===== config.mk =====
export PLATFORM = sky130hd
export DESIGN_NAME = rssa_top
export DESIGN_NICKNAME = d
export VERILOG_FILES = /design/src/rssa_pkg.sv /design/src/rssa_ifs.sv /design/src/rssa_alu.sv /design/src/rssa_watchdog.sv /design/src/rssa_top.sv
export SDC_FILE = /design/constraint.sdc
export NUM_CORES = 2
export LEC_CHECK = 0
export BUFFER_PORTS_ARGS = -buffer_cell sky130_fd_sc_hd__buf_2
export CAP_MARGIN = 10
export CORE_UTILIZATION = 35
export CTS_CLUSTER_DIAMETER = 200
export DETAILED_ROUTE_END_ITERATION = 16
export PLACE_DENSITY = 0.59
export SLEW_MARGIN = 30
export SYNTH_ARGS = -nofsm -noshare
export SYNTH_HDL_FRONTEND = slang
export SYNTH_SLANG_ARGS = --single-unit

===== constraint.sdc =====
create_clock -name aclk -period 11.3 [get_ports aclk]
set_clock_uncertainty 0.15 [all_clocks]
set_input_delay 1.13 -clock aclk [delete_from_list [all_inputs] [get_ports aclk]]
set_output_delay 1.13 -clock aclk [all_outputs]
set_load 0.005 [all_outputs]

===== src/rssa_pkg.sv =====
// Purpose: shared constants and types of the rotate, subtract and swap slice
// Assumes: 32-bit AXI4-Lite register access, 8-bit datapath
// Notes: one localparam per offset, field position, reset value and width
package rssa_pkg;
    // ==========================================================
    // widths
    localparam int ADDR_W = 8;
    localparam int DATA_W = 32;
    localparam int FADDR_W = 7;
    localparam int FILE_DEPTH = 128;
    localparam int WDOG_CNT_W = 8;
    localparam int WDOG_PRE_W = 8;
    // ==========================================================
    // register offsets
    localparam logic [ADDR_W-1:0] ADDR_ACC = 8'h00;
    localparam logic [ADDR_W-1:0] ADDR_STATUS = 8'h04;
    localparam logic [ADDR_W-1:0] ADDR_CMD = 8'h08;
    localparam logic [ADDR_W-1:0] ADDR_FADDR = 8'h0c;
    localparam logic [ADDR_W-1:0] ADDR_FDATA = 8'h10;
    localparam logic [ADDR_W-1:0] ADDR_WDOG = 8'h14;
    // ==========================================================
    // field positions
    localparam int ST_C = 0;
    localparam int ST_DC = 1;
    localparam int ST_Z = 2;
    localparam int ST_PWRDN = 3;
    localparam int ST_TMOUT = 4;
    localparam int CMD_OP_LSB = 0;
    localparam int CMD_DEST = 3;
    localparam int CMD_LIT_LSB = 8;
    localparam int CMD_FA_LSB = 16;
    localparam int WDOG_PRE_LSB = 8;
    // ==========================================================
    // reset values and responses
    localparam logic [4:0] STATUS_RST = 5'h18;
    localparam logic [7:0] ACC_RST = 8'h00;
    localparam logic [1:0] RESP_OKAY = 2'h0;
    localparam logic [1:0] RESP_SLVERR = 2'h2;
    // ==========================================================
    // operations
    typedef enum logic [2:0] {
        OP_NOP = 3'b000,
        OP_ROT = 3'b001,
        OP_LIT = 3'b010,
        OP_FSUB = 3'b011,
        OP_FSUBB = 3'b100,
        OP_SWAP = 3'b101,
        OP_SLEEP = 3'b110
    } rssa_op_type;
endpackage : rssa_pkg


===== src/rssa_ifs.sv =====
// Purpose: carriers between the core and its alu and watchdog
// Assumes: rssa_pkg compiled first
// Notes: no clocking blocks
`timescale 1ns/1ps
interface rssa_alu_if;
    import rssa_pkg::*;
    rssa_op_type op;
    logic dest;
    logic [7:0] fsrc;
    logic [7:0] acc;
    logic [7:0] lit;
    logic cin;
    logic [7:0] result;
    logic c;
    logic dc;
    logic z;
    logic upd_c;
    logic upd_dcz;
    logic to_acc;
    logic to_file;
    modport core(output op, dest, fsrc, acc, lit, cin,
        input result, c, dc, z, upd_c, upd_dcz, to_acc, to_file);
    modport alu(input op, dest, fsrc, acc, lit, cin,
        output result, c, dc, z, upd_c, upd_dcz, to_acc, to_file);
endinterface : rssa_alu_if

interface rssa_wdog_if;
    import rssa_pkg::*;
    logic clr;
    logic [WDOG_CNT_W-1:0] count;
    logic [WDOG_PRE_W-1:0] presc;
    modport core(output clr, input count, presc);
    modport counter(input clr, output count, presc);
endinterface : rssa_wdog_if


===== src/rssa_alu.sv =====
// Purpose: combinational result and flag logic of the slice
// Assumes: operands stable for the executing cycle
// Notes: borrow is the inverted carry
`timescale 1ns/1ps
module rssa_alu (
    rssa_alu_if.alu bus
);
    import rssa_pkg::*;
    // ==========================================================
    // subtract as add of complement
    function automatic logic [8:0] sub8(input logic [7:0] a, input logic [7:0] b, input logic ci);
        sub8 = {1'b0, a} + {1'b0, ~b} + {8'h00, ci};
    endfunction : sub8
    function automatic logic [4:0] sub4(input logic [3:0] a, input logic [3:0] b, input logic ci);
        sub4 = {1'b0, a} + {1'b0, ~b} + {4'h0, ci};
    endfunction : sub4

    wire is_lit = (bus.op == OP_LIT);
    wire [7:0] minuend = is_lit ? bus.lit : bus.fsrc;
    wire sub_ci = (bus.op == OP_FSUBB) ? bus.cin : 1'b1; // [RQ10]
    wire [8:0] diff = sub8(minuend, bus.acc, sub_ci); // [RQ6] [RQ8] [RQ10]
    wire [4:0] half = sub4(minuend[3:0], bus.acc[3:0], sub_ci); // [RQ7] [RQ9]
    logic writes;

    // ==========================================================
    // operation select
    always_comb begin
        bus.result = 8'h00;
        bus.c = bus.cin;
        bus.dc = 1'b0;
        bus.z = 1'b0;
        bus.upd_c = 1'b0;
        bus.upd_dcz = 1'b0;
        writes = 1'b0;
        unique case (bus.op)
            OP_ROT: begin
                bus.result = {bus.cin, bus.fsrc[7:1]}; // [RQ1]
                bus.c = bus.fsrc[0]; // [RQ1]
                bus.upd_c = 1'b1;
                writes = 1'b1;
            end
            OP_LIT, OP_FSUB, OP_FSUBB: begin
                bus.result = diff[7:0];
                bus.c = diff[8]; // [RQ7] [RQ9]
                bus.dc = half[4]; // [RQ7] [RQ9]
                bus.z = (diff[7:0] == 8'h00); // [RQ12]
                bus.upd_c = 1'b1;
                bus.upd_dcz = 1'b1;
                writes = 1'b1;
            end
            OP_SWAP: begin
                bus.result = {bus.fsrc[3:0], bus.fsrc[7:4]}; // [RQ11]
                writes = 1'b1;
            end
            OP_NOP, OP_SLEEP: begin
                writes = 1'b0;
            end
            default: begin
                writes = 1'b0;
            end
        endcase
    end

    assign bus.to_acc = writes && (is_lit || !bus.dest); // [RQ2]
    assign bus.to_file = writes && !is_lit && bus.dest; // [RQ2]
endmodule : rssa_alu


===== src/rssa_watchdog.sv =====
// Purpose: watchdog counter with prescaler, cleared on sleep
// Assumes: clr is a one-cycle pulse
// Notes: counter steps when the prescaler wraps
`timescale 1ns/1ps
module rssa_watchdog (
    input wire logic aclk,
    input wire logic aresetn,
    rssa_wdog_if.counter wd
);
    import rssa_pkg::*;
    logic [WDOG_CNT_W-1:0] count_q;
    logic [WDOG_PRE_W-1:0] presc_q;
    wire wrap = &presc_q;

    always_ff @(posedge aclk) begin
        if (!aresetn || wd.clr) begin // [RQ3]
            count_q <= '0;
            presc_q <= '0;
        end else begin
            presc_q <= presc_q + 1'b1;
            count_q <= wrap ? count_q + 1'b1 : count_q;
        end
    end

    assign wd.count = count_q;
    assign wd.presc = presc_q;
endmodule : rssa_watchdog


===== src/rssa_top.sv =====
// Purpose: rotate, subtract, swap and sleep slice with AXI4-Lite registers
// Assumes: one outstanding write and one outstanding read
// Notes: a command write executes one cycle after it is taken
// Contract
// [RQ1] rotate right through carry, only carry changes
// [RQ2] destination bit zero to accumulator, else file; the literal subtract writes the accumulator whatever the bit
// [RQ3] sleep clears watchdog counter and prescaler
// [RQ4] sleep clears powerdown status, only status changes
// [RQ5] sleep sets timeout status
// [RQ6] literal minus accumulator into accumulator, flags updated
// [RQ7] literal subtract carry and half carry meaning
// [RQ8] file minus accumulator, result per destination
// [RQ9] file subtract carry and half carry meaning
// [RQ10] borrow subtract removes inverted carry too
// [RQ11] nibble exchange per destination, flags kept
// [RQ12] subtraction zero flag follows eight-bit result
`timescale 1ns/1ps
module rssa_top (
    input wire logic aclk,
    input wire logic aresetn,
    input wire logic [rssa_pkg::ADDR_W-1:0] awaddr,
    input wire logic [2:0] awprot,
    input wire logic awvalid,
    output logic awready,
    input wire logic [rssa_pkg::DATA_W-1:0] wdata,
    input wire logic [3:0] wstrb,
    input wire logic wvalid,
    output logic wready,
    output logic [1:0] bresp,
    output logic bvalid,
    input wire logic bready,
    input wire logic [rssa_pkg::ADDR_W-1:0] araddr,
    input wire logic [2:0] arprot,
    input wire logic arvalid,
    output logic arready,
    output logic [rssa_pkg::DATA_W-1:0] rdata,
    output logic [1:0] rresp,
    output logic rvalid,
    input wire logic rready
);
    import rssa_pkg::*;

    // ==========================================================
    // helpers
    function automatic logic [31:0] merge(input logic [31:0] old, input logic [31:0] nw, input logic [3:0] st);
        for (int i = 0; i < 4; i++) begin
            merge[i*8 +: 8] = st[i] ? nw[i*8 +: 8] : old[i*8 +: 8];
        end
    endfunction : merge

    function automatic logic map_hit(input logic [ADDR_W-1:0] a);
        map_hit = (a == ADDR_ACC) || (a == ADDR_STATUS) || (a == ADDR_CMD)
            || (a == ADDR_FADDR) || (a == ADDR_FDATA) || (a == ADDR_WDOG);
    endfunction : map_hit

    function automatic logic [31:0] view(input logic [ADDR_W-1:0] a, input logic [31:0] acc_w,
        input logic [31:0] st_w, input logic [31:0] cmd_w, input logic [31:0] fa_w,
        input logic [31:0] fd_w, input logic [31:0] wd_w);
        view = (a == ADDR_ACC) ? acc_w :
            (a == ADDR_STATUS) ? st_w :
            (a == ADDR_CMD) ? cmd_w :
            (a == ADDR_FADDR) ? fa_w :
            (a == ADDR_FDATA) ? fd_w :
            (a == ADDR_WDOG) ? wd_w : 32'h0000_0000;
    endfunction : view

    // ==========================================================
    // state
    logic aw_full_q;
    logic w_full_q;
    logic bvalid_q;
    logic rvalid_q;
    logic [ADDR_W-1:0] awaddr_q;
    logic [31:0] wdata_q;
    logic [3:0] wstrb_q;
    logic [1:0] bresp_q;
    logic [1:0] rresp_q;
    logic [31:0] rdata_q;
    logic [7:0] acc_q;
    logic c_q;
    logic dc_q;
    logic z_q;
    logic pwrdn_q;
    logic tmout_q;
    rssa_op_type op_q;
    logic dest_q;
    logic [7:0] lit_q;
    logic [FADDR_W-1:0] fa_q;
    logic go_q;
    logic [FADDR_W-1:0] win_q;
    logic [7:0] file_mem [0:FILE_DEPTH-1];

    rssa_alu_if alu_bus ();
    rssa_wdog_if wd_bus ();

    // ==========================================================
    // write channel
    wire aw_take = awvalid && awready;
    wire w_take = wvalid && wready;
    wire have_aw = aw_full_q || aw_take;
    wire have_w = w_full_q || w_take;
    wire wr_fire = have_aw && have_w;
    wire [ADDR_W-1:0] wr_addr = aw_full_q ? awaddr_q : awaddr;
    wire [ADDR_W-1:0] wr_word = {wr_addr[ADDR_W-1:2], 2'b00};
    wire [31:0] wr_data = w_full_q ? wdata_q : wdata;
    wire [3:0] wr_strb = w_full_q ? wstrb_q : wstrb;
    wire wr_hit = map_hit(wr_word);

    assign awready = !aw_full_q && !bvalid_q;
    assign wready = !w_full_q && !bvalid_q;
    assign bvalid = bvalid_q;
    assign bresp = bresp_q;

    always_ff @(posedge aclk) begin
        if (!aresetn) begin
            aw_full_q <= 1'b0;
            awaddr_q <= '0;
        end else if (wr_fire) begin
            aw_full_q <= 1'b0;
        end else if (aw_take) begin
            aw_full_q <= 1'b1;
            awaddr_q <= awaddr;
        end
    end

    always_ff @(posedge aclk) begin
        if (!aresetn) begin
            w_full_q <= 1'b0;
            wdata_q <= '0;
            wstrb_q <= '0;
        end else if (wr_fire) begin
            w_full_q <= 1'b0;
        end else if (w_take) begin
            w_full_q <= 1'b1;
            wdata_q <= wdata;
            wstrb_q <= wstrb;
        end
    end

    always_ff @(posedge aclk) begin
        if (!aresetn) begin
            bvalid_q <= 1'b0;
            bresp_q <= RESP_OKAY;
        end else if (wr_fire) begin
            bvalid_q <= 1'b1;
            bresp_q <= wr_hit ? RESP_OKAY : RESP_SLVERR;
        end else if (bready) begin
            bvalid_q <= 1'b0;
        end
    end

    // ==========================================================
    // register views
    wire [31:0] acc_w = {24'h000000, acc_q};
    wire [4:0] status = {tmout_q, pwrdn_q, z_q, dc_q, c_q};
    wire [31:0] st_w = {27'h0000000, status};
    wire [31:0] cmd_w = {9'h000, fa_q, lit_q, 4'h0, dest_q, op_q};
    wire [31:0] fa_w = {25'h0000000, win_q};
    wire [31:0] fd_w = {24'h000000, file_mem[win_q]};
    wire [31:0] wd_w = {16'h0000, wd_bus.presc, wd_bus.count};
    wire [31:0] wr_old = view(wr_word, acc_w, st_w, cmd_w, fa_w, fd_w, wd_w);
    wire [31:0] wr_val = merge(wr_old, wr_data, wr_strb);

    wire wr_acc = wr_fire && (wr_word == ADDR_ACC);
    wire wr_st = wr_fire && (wr_word == ADDR_STATUS);
    wire wr_cmd = wr_fire && (wr_word == ADDR_CMD);
    wire wr_fa = wr_fire && (wr_word == ADDR_FADDR);
    wire wr_fd = wr_fire && (wr_word == ADDR_FDATA);

    // ==========================================================
    // read channel
    wire ar_take = arvalid && arready;
    wire [ADDR_W-1:0] rd_word = {araddr[ADDR_W-1:2], 2'b00};
    wire [31:0] rd_val = view(rd_word, acc_w, st_w, cmd_w, fa_w, fd_w, wd_w);

    assign arready = !rvalid_q;
    assign rvalid = rvalid_q;
    assign rdata = rdata_q;
    assign rresp = rresp_q;

    always_ff @(posedge aclk) begin
        if (!aresetn) begin
            rvalid_q <= 1'b0;
            rdata_q <= '0;
            rresp_q <= RESP_OKAY;
        end else if (ar_take) begin
            rvalid_q <= 1'b1;
            rdata_q <= rd_val;
            rresp_q <= map_hit(rd_word) ? RESP_OKAY : RESP_SLVERR;
        end else if (rready) begin
            rvalid_q <= 1'b0;
        end
    end

    // ==========================================================
    // execution
    wire is_sleep = go_q && (op_q == OP_SLEEP);
    wire exec_acc = go_q && alu_bus.to_acc; // [RQ2]
    wire exec_file = go_q && alu_bus.to_file; // [RQ2]
    wire exec_c = go_q && alu_bus.upd_c;
    wire exec_dcz = go_q && alu_bus.upd_dcz;

    assign alu_bus.op = op_q;
    assign alu_bus.dest = dest_q;
    assign alu_bus.fsrc = file_mem[fa_q];
    assign alu_bus.acc = acc_q;
    assign alu_bus.lit = lit_q;
    assign alu_bus.cin = c_q;
    assign wd_bus.clr = is_sleep; // [RQ3]

    rssa_alu u_alu (
        .bus(alu_bus.alu)
    );

    rssa_watchdog u_wdog (
        .aclk(aclk),
        .aresetn(aresetn),
        .wd(wd_bus.counter)
    );

    wire [7:0] acc_d = exec_acc ? alu_bus.result : (wr_acc ? wr_val[7:0] : acc_q); // [RQ6]
    wire c_d = exec_c ? alu_bus.c : (wr_st ? wr_val[ST_C] : c_q); // [RQ1]
    wire dc_d = exec_dcz ? alu_bus.dc : (wr_st ? wr_val[ST_DC] : dc_q);
    wire z_d = exec_dcz ? alu_bus.z : (wr_st ? wr_val[ST_Z] : z_q); // [RQ12]
    wire pwrdn_d = is_sleep ? 1'b0 : (wr_st ? wr_val[ST_PWRDN] : pwrdn_q); // [RQ4]
    wire tmout_d = is_sleep ? 1'b1 : (wr_st ? wr_val[ST_TMOUT] : tmout_q); // [RQ5]

    always_ff @(posedge aclk) begin
        if (!aresetn) begin
            acc_q <= ACC_RST;
            {tmout_q, pwrdn_q, z_q, dc_q, c_q} <= STATUS_RST;
        end else begin
            acc_q <= acc_d;
            c_q <= c_d;
            dc_q <= dc_d;
            z_q <= z_d;
            pwrdn_q <= pwrdn_d;
            tmout_q <= tmout_d;
        end
    end

    always_ff @(posedge aclk) begin
        if (!aresetn) begin
            op_q <= OP_NOP;
            dest_q <= 1'b1;
            lit_q <= '0;
            fa_q <= '0;
            go_q <= 1'b0;
            win_q <= '0;
        end else begin
            go_q <= wr_cmd;
            if (wr_cmd) begin
                op_q <= rssa_op_type'(wr_val[CMD_OP_LSB +: 3]);
                dest_q <= wr_val[CMD_DEST];
                lit_q <= wr_val[CMD_LIT_LSB +: 8];
                fa_q <= wr_val[CMD_FA_LSB +: FADDR_W]; // [RQ8]
            end
            if (wr_fa) begin
                win_q <= wr_val[FADDR_W-1:0];
            end
        end
    end

    always_ff @(posedge aclk) begin
        if (exec_file) begin
            file_mem[fa_q] <= alu_bus.result; // [RQ2] [RQ8] [RQ11]
        end else if (wr_fd) begin
            file_mem[win_q] <= wr_val[7:0];
        end
    end

    // ==========================================================
    // checks
    logic [7:0] src_p_q;
    logic [7:0] acc_p_q;
    logic [7:0] lit_p_q;
    logic [FADDR_W-1:0] fa_p_q;
    logic [4:0] st_p_q;

    always_ff @(posedge aclk) begin
        src_p_q <= alu_bus.fsrc;
        acc_p_q <= acc_q;
        lit_p_q <= lit_q;
        fa_p_q <= fa_q;
        st_p_q <= status;
    end
endmodule : rssa_top


==> results.env <==
IOPINCOUNT=106
GRT_OVERFLOW=0
DIEAREA_SQ_UM=159000
CTS_REPAIR_RESIZE_COUNT=0
DR_TOTAL_VIAS=34500
HP-CLASS='flip-flop to flip-flop'
DIE-HEIGHT_UM=399
DRT-INITIAL-DRC-COUNT=4656
GRT_FIRST_PASS_WIRELENGTH_UM=260000
CRIT_PATH_END_KIND='flip-flop'
ANT_NETS=0
YS_ASYNC_SR_FRACTION=0
HOLD_END='rdata[12]'
SYN-CELL-AREA_SQ_UM=55200
SYNTHTOLAYOUTAREAGROWTH_PCT=12.3
SYNTH.DISTINCT_CELLS=78
CORE-AREA_SQ_UM=156000
PRECTSSETUPSLACK_NS=3.63
HTREEDEPTH=3
NETLIST_TOP_CELLS_COUNT='sky130_fd_sc_hd__edfxtp_1 (1024), sky130_fd_sc_hd__mux4_2 (531), sky130_fd_sc_hd__nor2_1 (249), sky130_fd_sc_hd__nand2_1 (203), sky130_fd_sc_hd__mux2i_1 (150)'
ANTENNA_FOUND_INITIAL=6
RSZ0062_AT_GRT='no'
FINAL_HOLD_VIOL_COUNT=0
FIRSTDRTPASSITERS=8
REQUIRED_NS=11.57
LAYOUT.NETS=3488
FINALCRITPERIODSHARE=0.690
NUMPORTBUFFERS=74
CRITICAL_PATH_PEAK_FANOUT=70
MAX_FREQ_MHz=128
FINAL_NUMBER_OF_SETUP_VIOLATING_ENDPOINTS=0
WEIGHTED_CONGESTION_AT_THE_END_OF_ROUTABILITY_DRIVEN_GLOBAL_PLACEMENT=0.964
POST-ROUTE-MIN-PERIOD_NS=7.80
CLOCK_SINKS=1155
POST-CTS-SETUP-BUFFERS=0
HOLDPATHSTAGES=2
ROUTE.FINAL.WIRE_LENGTH_UM=187000
LAYOUT.FILLER_CELLS=14200
HOLD-WORST-SLACK_NS=0.303
POST-SYNTH-TOP-COUNT-CELL='sky130_fd_sc_hd__edfxtp_1'
POWER.IR.VDD_WORST_uV=124
DRV_SLEW=0
SYNTHESIS.YOSYS.WARNINGS=0
TRITONCTS_CLOCK_TREE='done'
SYNTH-EDFF-COUNT=1024
TRITONCTS.NUM_BUFFERS=115
GRT_MAX_DEGREE=109
DRC=0
FINAL.SETUP.TNS_NS=0
POWERDENSITY_nW_PER_UM2=140
INITIAL_UTILIZATION=0.353
VIA_DENSITY=6.20
CTS_HOLD_BUF=0
YOSYS.AREA.TOP_TYPE='sky130_fd_sc_hd__edfxtp_1'
FLOORPLAN.ROWS=145
ROUTED_WIRE_LENGTH_PER_INSTANCE_UM=33.5
GLOBAL_ROUTE.USAGE.TOTAL=0.233
CTS-ROOT-TO-SINK-BUFFERS=3
RUN_STATUS='completed'
VIAS_IN_THE_FIRST_GLOBAL_ROUTE=33400
TIMING.CRITICAL_PATH.FROM_TYPE='flip-flop'
REPORTED_LEAKAGE_POWER_nW=20.3
R2R_SETUP_SLACK_NS=3.50
TIMING.FINAL.WS_SETUP_NS=3.50
MAX_SLEW.WORST_PIN.SLEW_NS=1.16
YOSYS_REGISTER_BITS=1155
NETLIST_INSTANCES=3326
R2R_CELLS=16
R2R-END='file_mem[24][7]'
HOLD_PATH_STARTPOINT='rdata[12]'
TIMING.CRITICAL_PATH.ARRIVAL_NS=8.07
LEADING_CELL_TYPES_BY_TOTAL_AREA_AFTER_SYNTHESIS='sky130_fd_sc_hd__edfxtp_1 (56%), sky130_fd_sc_hd__mux4_2 (22%), sky130_fd_sc_hd__dfxtp_1 (4.8%)'
LAYOUT.CORE_UTILIZATION=0.396
YOSYS.AREA.TOP_TYPE_SHARE=0.557
WORSTSETUPPATHTYPE='flip-flop to flip-flop'
LAYOUT-DRIVE-GT1-SHARE=0.301
CLOCKROOTBUFFER='sky130_fd_sc_hd__clkbuf_16'
SYNTH_SEQUENTIAL_AREA_RATIO=0.605
TIMING.MAX_SLEW.REL_SLACK=0.227
SYNTHESIS.AREA_PER_INSTANCE_SQ_UM=16.6
POST-LAYOUT-TOTAL-POWER_mW=8.66
DP_HPWL_UM=125000
MAX-CAP-VIOLATIONS=0
CLKSLEWWORSTSETUPHOLDPATHS_NS=0.06
DIE_WIDTH_UM=399
CLKLATENCYLATEPIN_NS=0.75
YS_DOMINANT_REG_CELL='sky130_fd_sc_hd__edfxtp_1'
[cell families (layout without fill, tap and decap cells)]
logic type                 after synthesis  count (layout)  share of synthesized area
AOI/OAI and AO/OA                      458             458                     0.0559
xor gates and xnor gates                17              17                    0.00270
adders and majority gates               11              11                    0.00277
buffers and inverters                  279             452                     0.0263
DFF                                   1155            1155                      0.605
muxes                                  712             712                      0.250
other                                    1              13                  0.0000680
and+or+nand+nor                        693             693                     0.0571
[worst max-delay path, cell delays in order (launching register included)]
cell	delay, ns
sky130_fd_sc_hd__dfxtp_4	0.91
sky130_fd_sc_hd__buf_12	0.52
sky130_fd_sc_hd__mux4_2	0.65
sky130_fd_sc_hd__mux4_2	0.49
sky130_fd_sc_hd__o2111a_1	0.41
sky130_fd_sc_hd__a2111oi_2	0.81
sky130_fd_sc_hd__mux2i_1	0.20
sky130_fd_sc_hd__fa_1	0.44
sky130_fd_sc_hd__a21o_1	0.21
sky130_fd_sc_hd__a211oi_1	0.23
sky130_fd_sc_hd__nor2_1	0.10
sky130_fd_sc_hd__o41ai_1	0.32
sky130_fd_sc_hd__xor2_1	0.17
sky130_fd_sc_hd__a21oi_1	0.16
sky130_fd_sc_hd__a21oi_1	0.12
sky130_fd_sc_hd__o22ai_4	0.66
sky130_fd_sc_hd__buf_4	0.67
[how the worst max path moves through the flow]
stage                         start              end  slack, ns  cells after the start
after global routing      flip-flop  file_mem[40][4]       3.12                     17
final                     flip-flop  file_mem[24][7]       3.50                     16
after floorplan           awaddr[5]   file_mem[0][0]       1.98                      7
after detailed placement  flip-flop  file_mem[26][7]       3.63                     16
after CTS                 flip-flop  file_mem[27][7]       3.58                     16
after global placement    flip-flop  file_mem[94][7]       3.62                     16
[through the flow]
| stage | cells | instance area (sq um) |
|---|---|---|
| floorplan | 3336 | 55200 |
| detailed placement | 5353 | 58200 |
| global placement | 5352 | 58100 |
| CTS | 5567 | 61900 |
| global route | 5569 | 62000 |
| finish | 5569 | 62000 |
[power by group]
| part | internal [mW] | switching [mW] |
|---|---|---|
| Clock | 2.13 | 1.71 |
| Combinational | 0.0720 | 0.147 |
| Sequential | 4.60 | 0.0151 |
| Total | 6.79 | 1.87 |
[state kept, by name, summed over array words and instances (netlist names), 3 cells and up, named ones only]
name / cells
u_wdog.wd.presc: 8
fa_q: 7
u_wdog.wd.count: 8
win_q: 7
wstrb_q: 3
awaddr_q: 6
rdata: 23
acc_q: 8
wdata_q: 23
alu_bus.op: 3
alu_bus.lit: 8
file_mem: 1024
[per-layer routing]
layer  share of wire  global-route usage
met3            0.11              0.0705
met2            0.46               0.357
met4           0.036              0.0758
met5         0.00048                   0
met1            0.39               0.315
[layout by cell type, fill, tap and decap left out, types with 8 or more instances in the layout]
cell / Yosys / routed
sky130_fd_sc_hd__a211oi_1: 29 / 29
sky130_fd_sc_hd__a21oi_1: 108 / 107
sky130_fd_sc_hd__a221oi_1: 24 / 24
sky130_fd_sc_hd__a22o_1: 9 / 9
sky130_fd_sc_hd__a22oi_1: 49 / 49
sky130_fd_sc_hd__a31oi_1: 25 / 25
sky130_fd_sc_hd__and2_1: 11 / 11
sky130_fd_sc_hd__and3_1: 14 / 14
sky130_fd_sc_hd__buf_12: 0 / 8
sky130_fd_sc_hd__buf_2: 46 / 74
sky130_fd_sc_hd__buf_4: 55 / 125
sky130_fd_sc_hd__bufinv_16: 0 / 9
sky130_fd_sc_hd__clkbuf_1: 116 / 22
sky130_fd_sc_hd__clkbuf_16: 0 / 118
sky130_fd_sc_hd__clkinv_1: 4 / 29
sky130_fd_sc_hd__clkinv_2: 0 / 27
sky130_fd_sc_hd__conb_1: 1 / 11
sky130_fd_sc_hd__dfxtp_1: 131 / 120
sky130_fd_sc_hd__edfxtp_1: 1024 / 1024
sky130_fd_sc_hd__ha_1: 9 / 9
sky130_fd_sc_hd__inv_1: 21 / 20
sky130_fd_sc_hd__mux2_2: 31 / 31
sky130_fd_sc_hd__mux2i_1: 150 / 150
sky130_fd_sc_hd__mux4_2: 531 / 531
sky130_fd_sc_hd__nand2_1: 203 / 203
sky130_fd_sc_hd__nand2b_1: 19 / 19
sky130_fd_sc_hd__nand3_1: 55 / 55
sky130_fd_sc_hd__nand3b_1: 17 / 17
sky130_fd_sc_hd__nand4_1: 21 / 21
sky130_fd_sc_hd__nor2_1: 249 / 182
sky130_fd_sc_hd__nor2_2: 0 / 65
sky130_fd_sc_hd__nor2b_1: 25 / 22
sky130_fd_sc_hd__nor3_1: 36 / 36
sky130_fd_sc_hd__o2111ai_1: 13 / 12
sky130_fd_sc_hd__o211ai_1: 10 / 10
sky130_fd_sc_hd__o21ai_0: 80 / 77
sky130_fd_sc_hd__o22ai_1: 25 / 20
sky130_fd_sc_hd__or3_1: 11 / 11
sky130_fd_sc_hd__xor2_1: 13 / 13
[final cells by class]
class                   instances  area (sq um)  share of cell area
flip-flops and latches       1155         33400               0.539
inverters                      29           109             0.00176
clock inverters                71           602             0.00971
multi-input cells            1902         20700               0.334
repair buffers                209          1490              0.0241
well taps                    2058          2570              0.0415
clock buffers                 143          3070              0.0495
diodes                          2          5.00           0.0000808
Power figures use the tool's default switching activity.
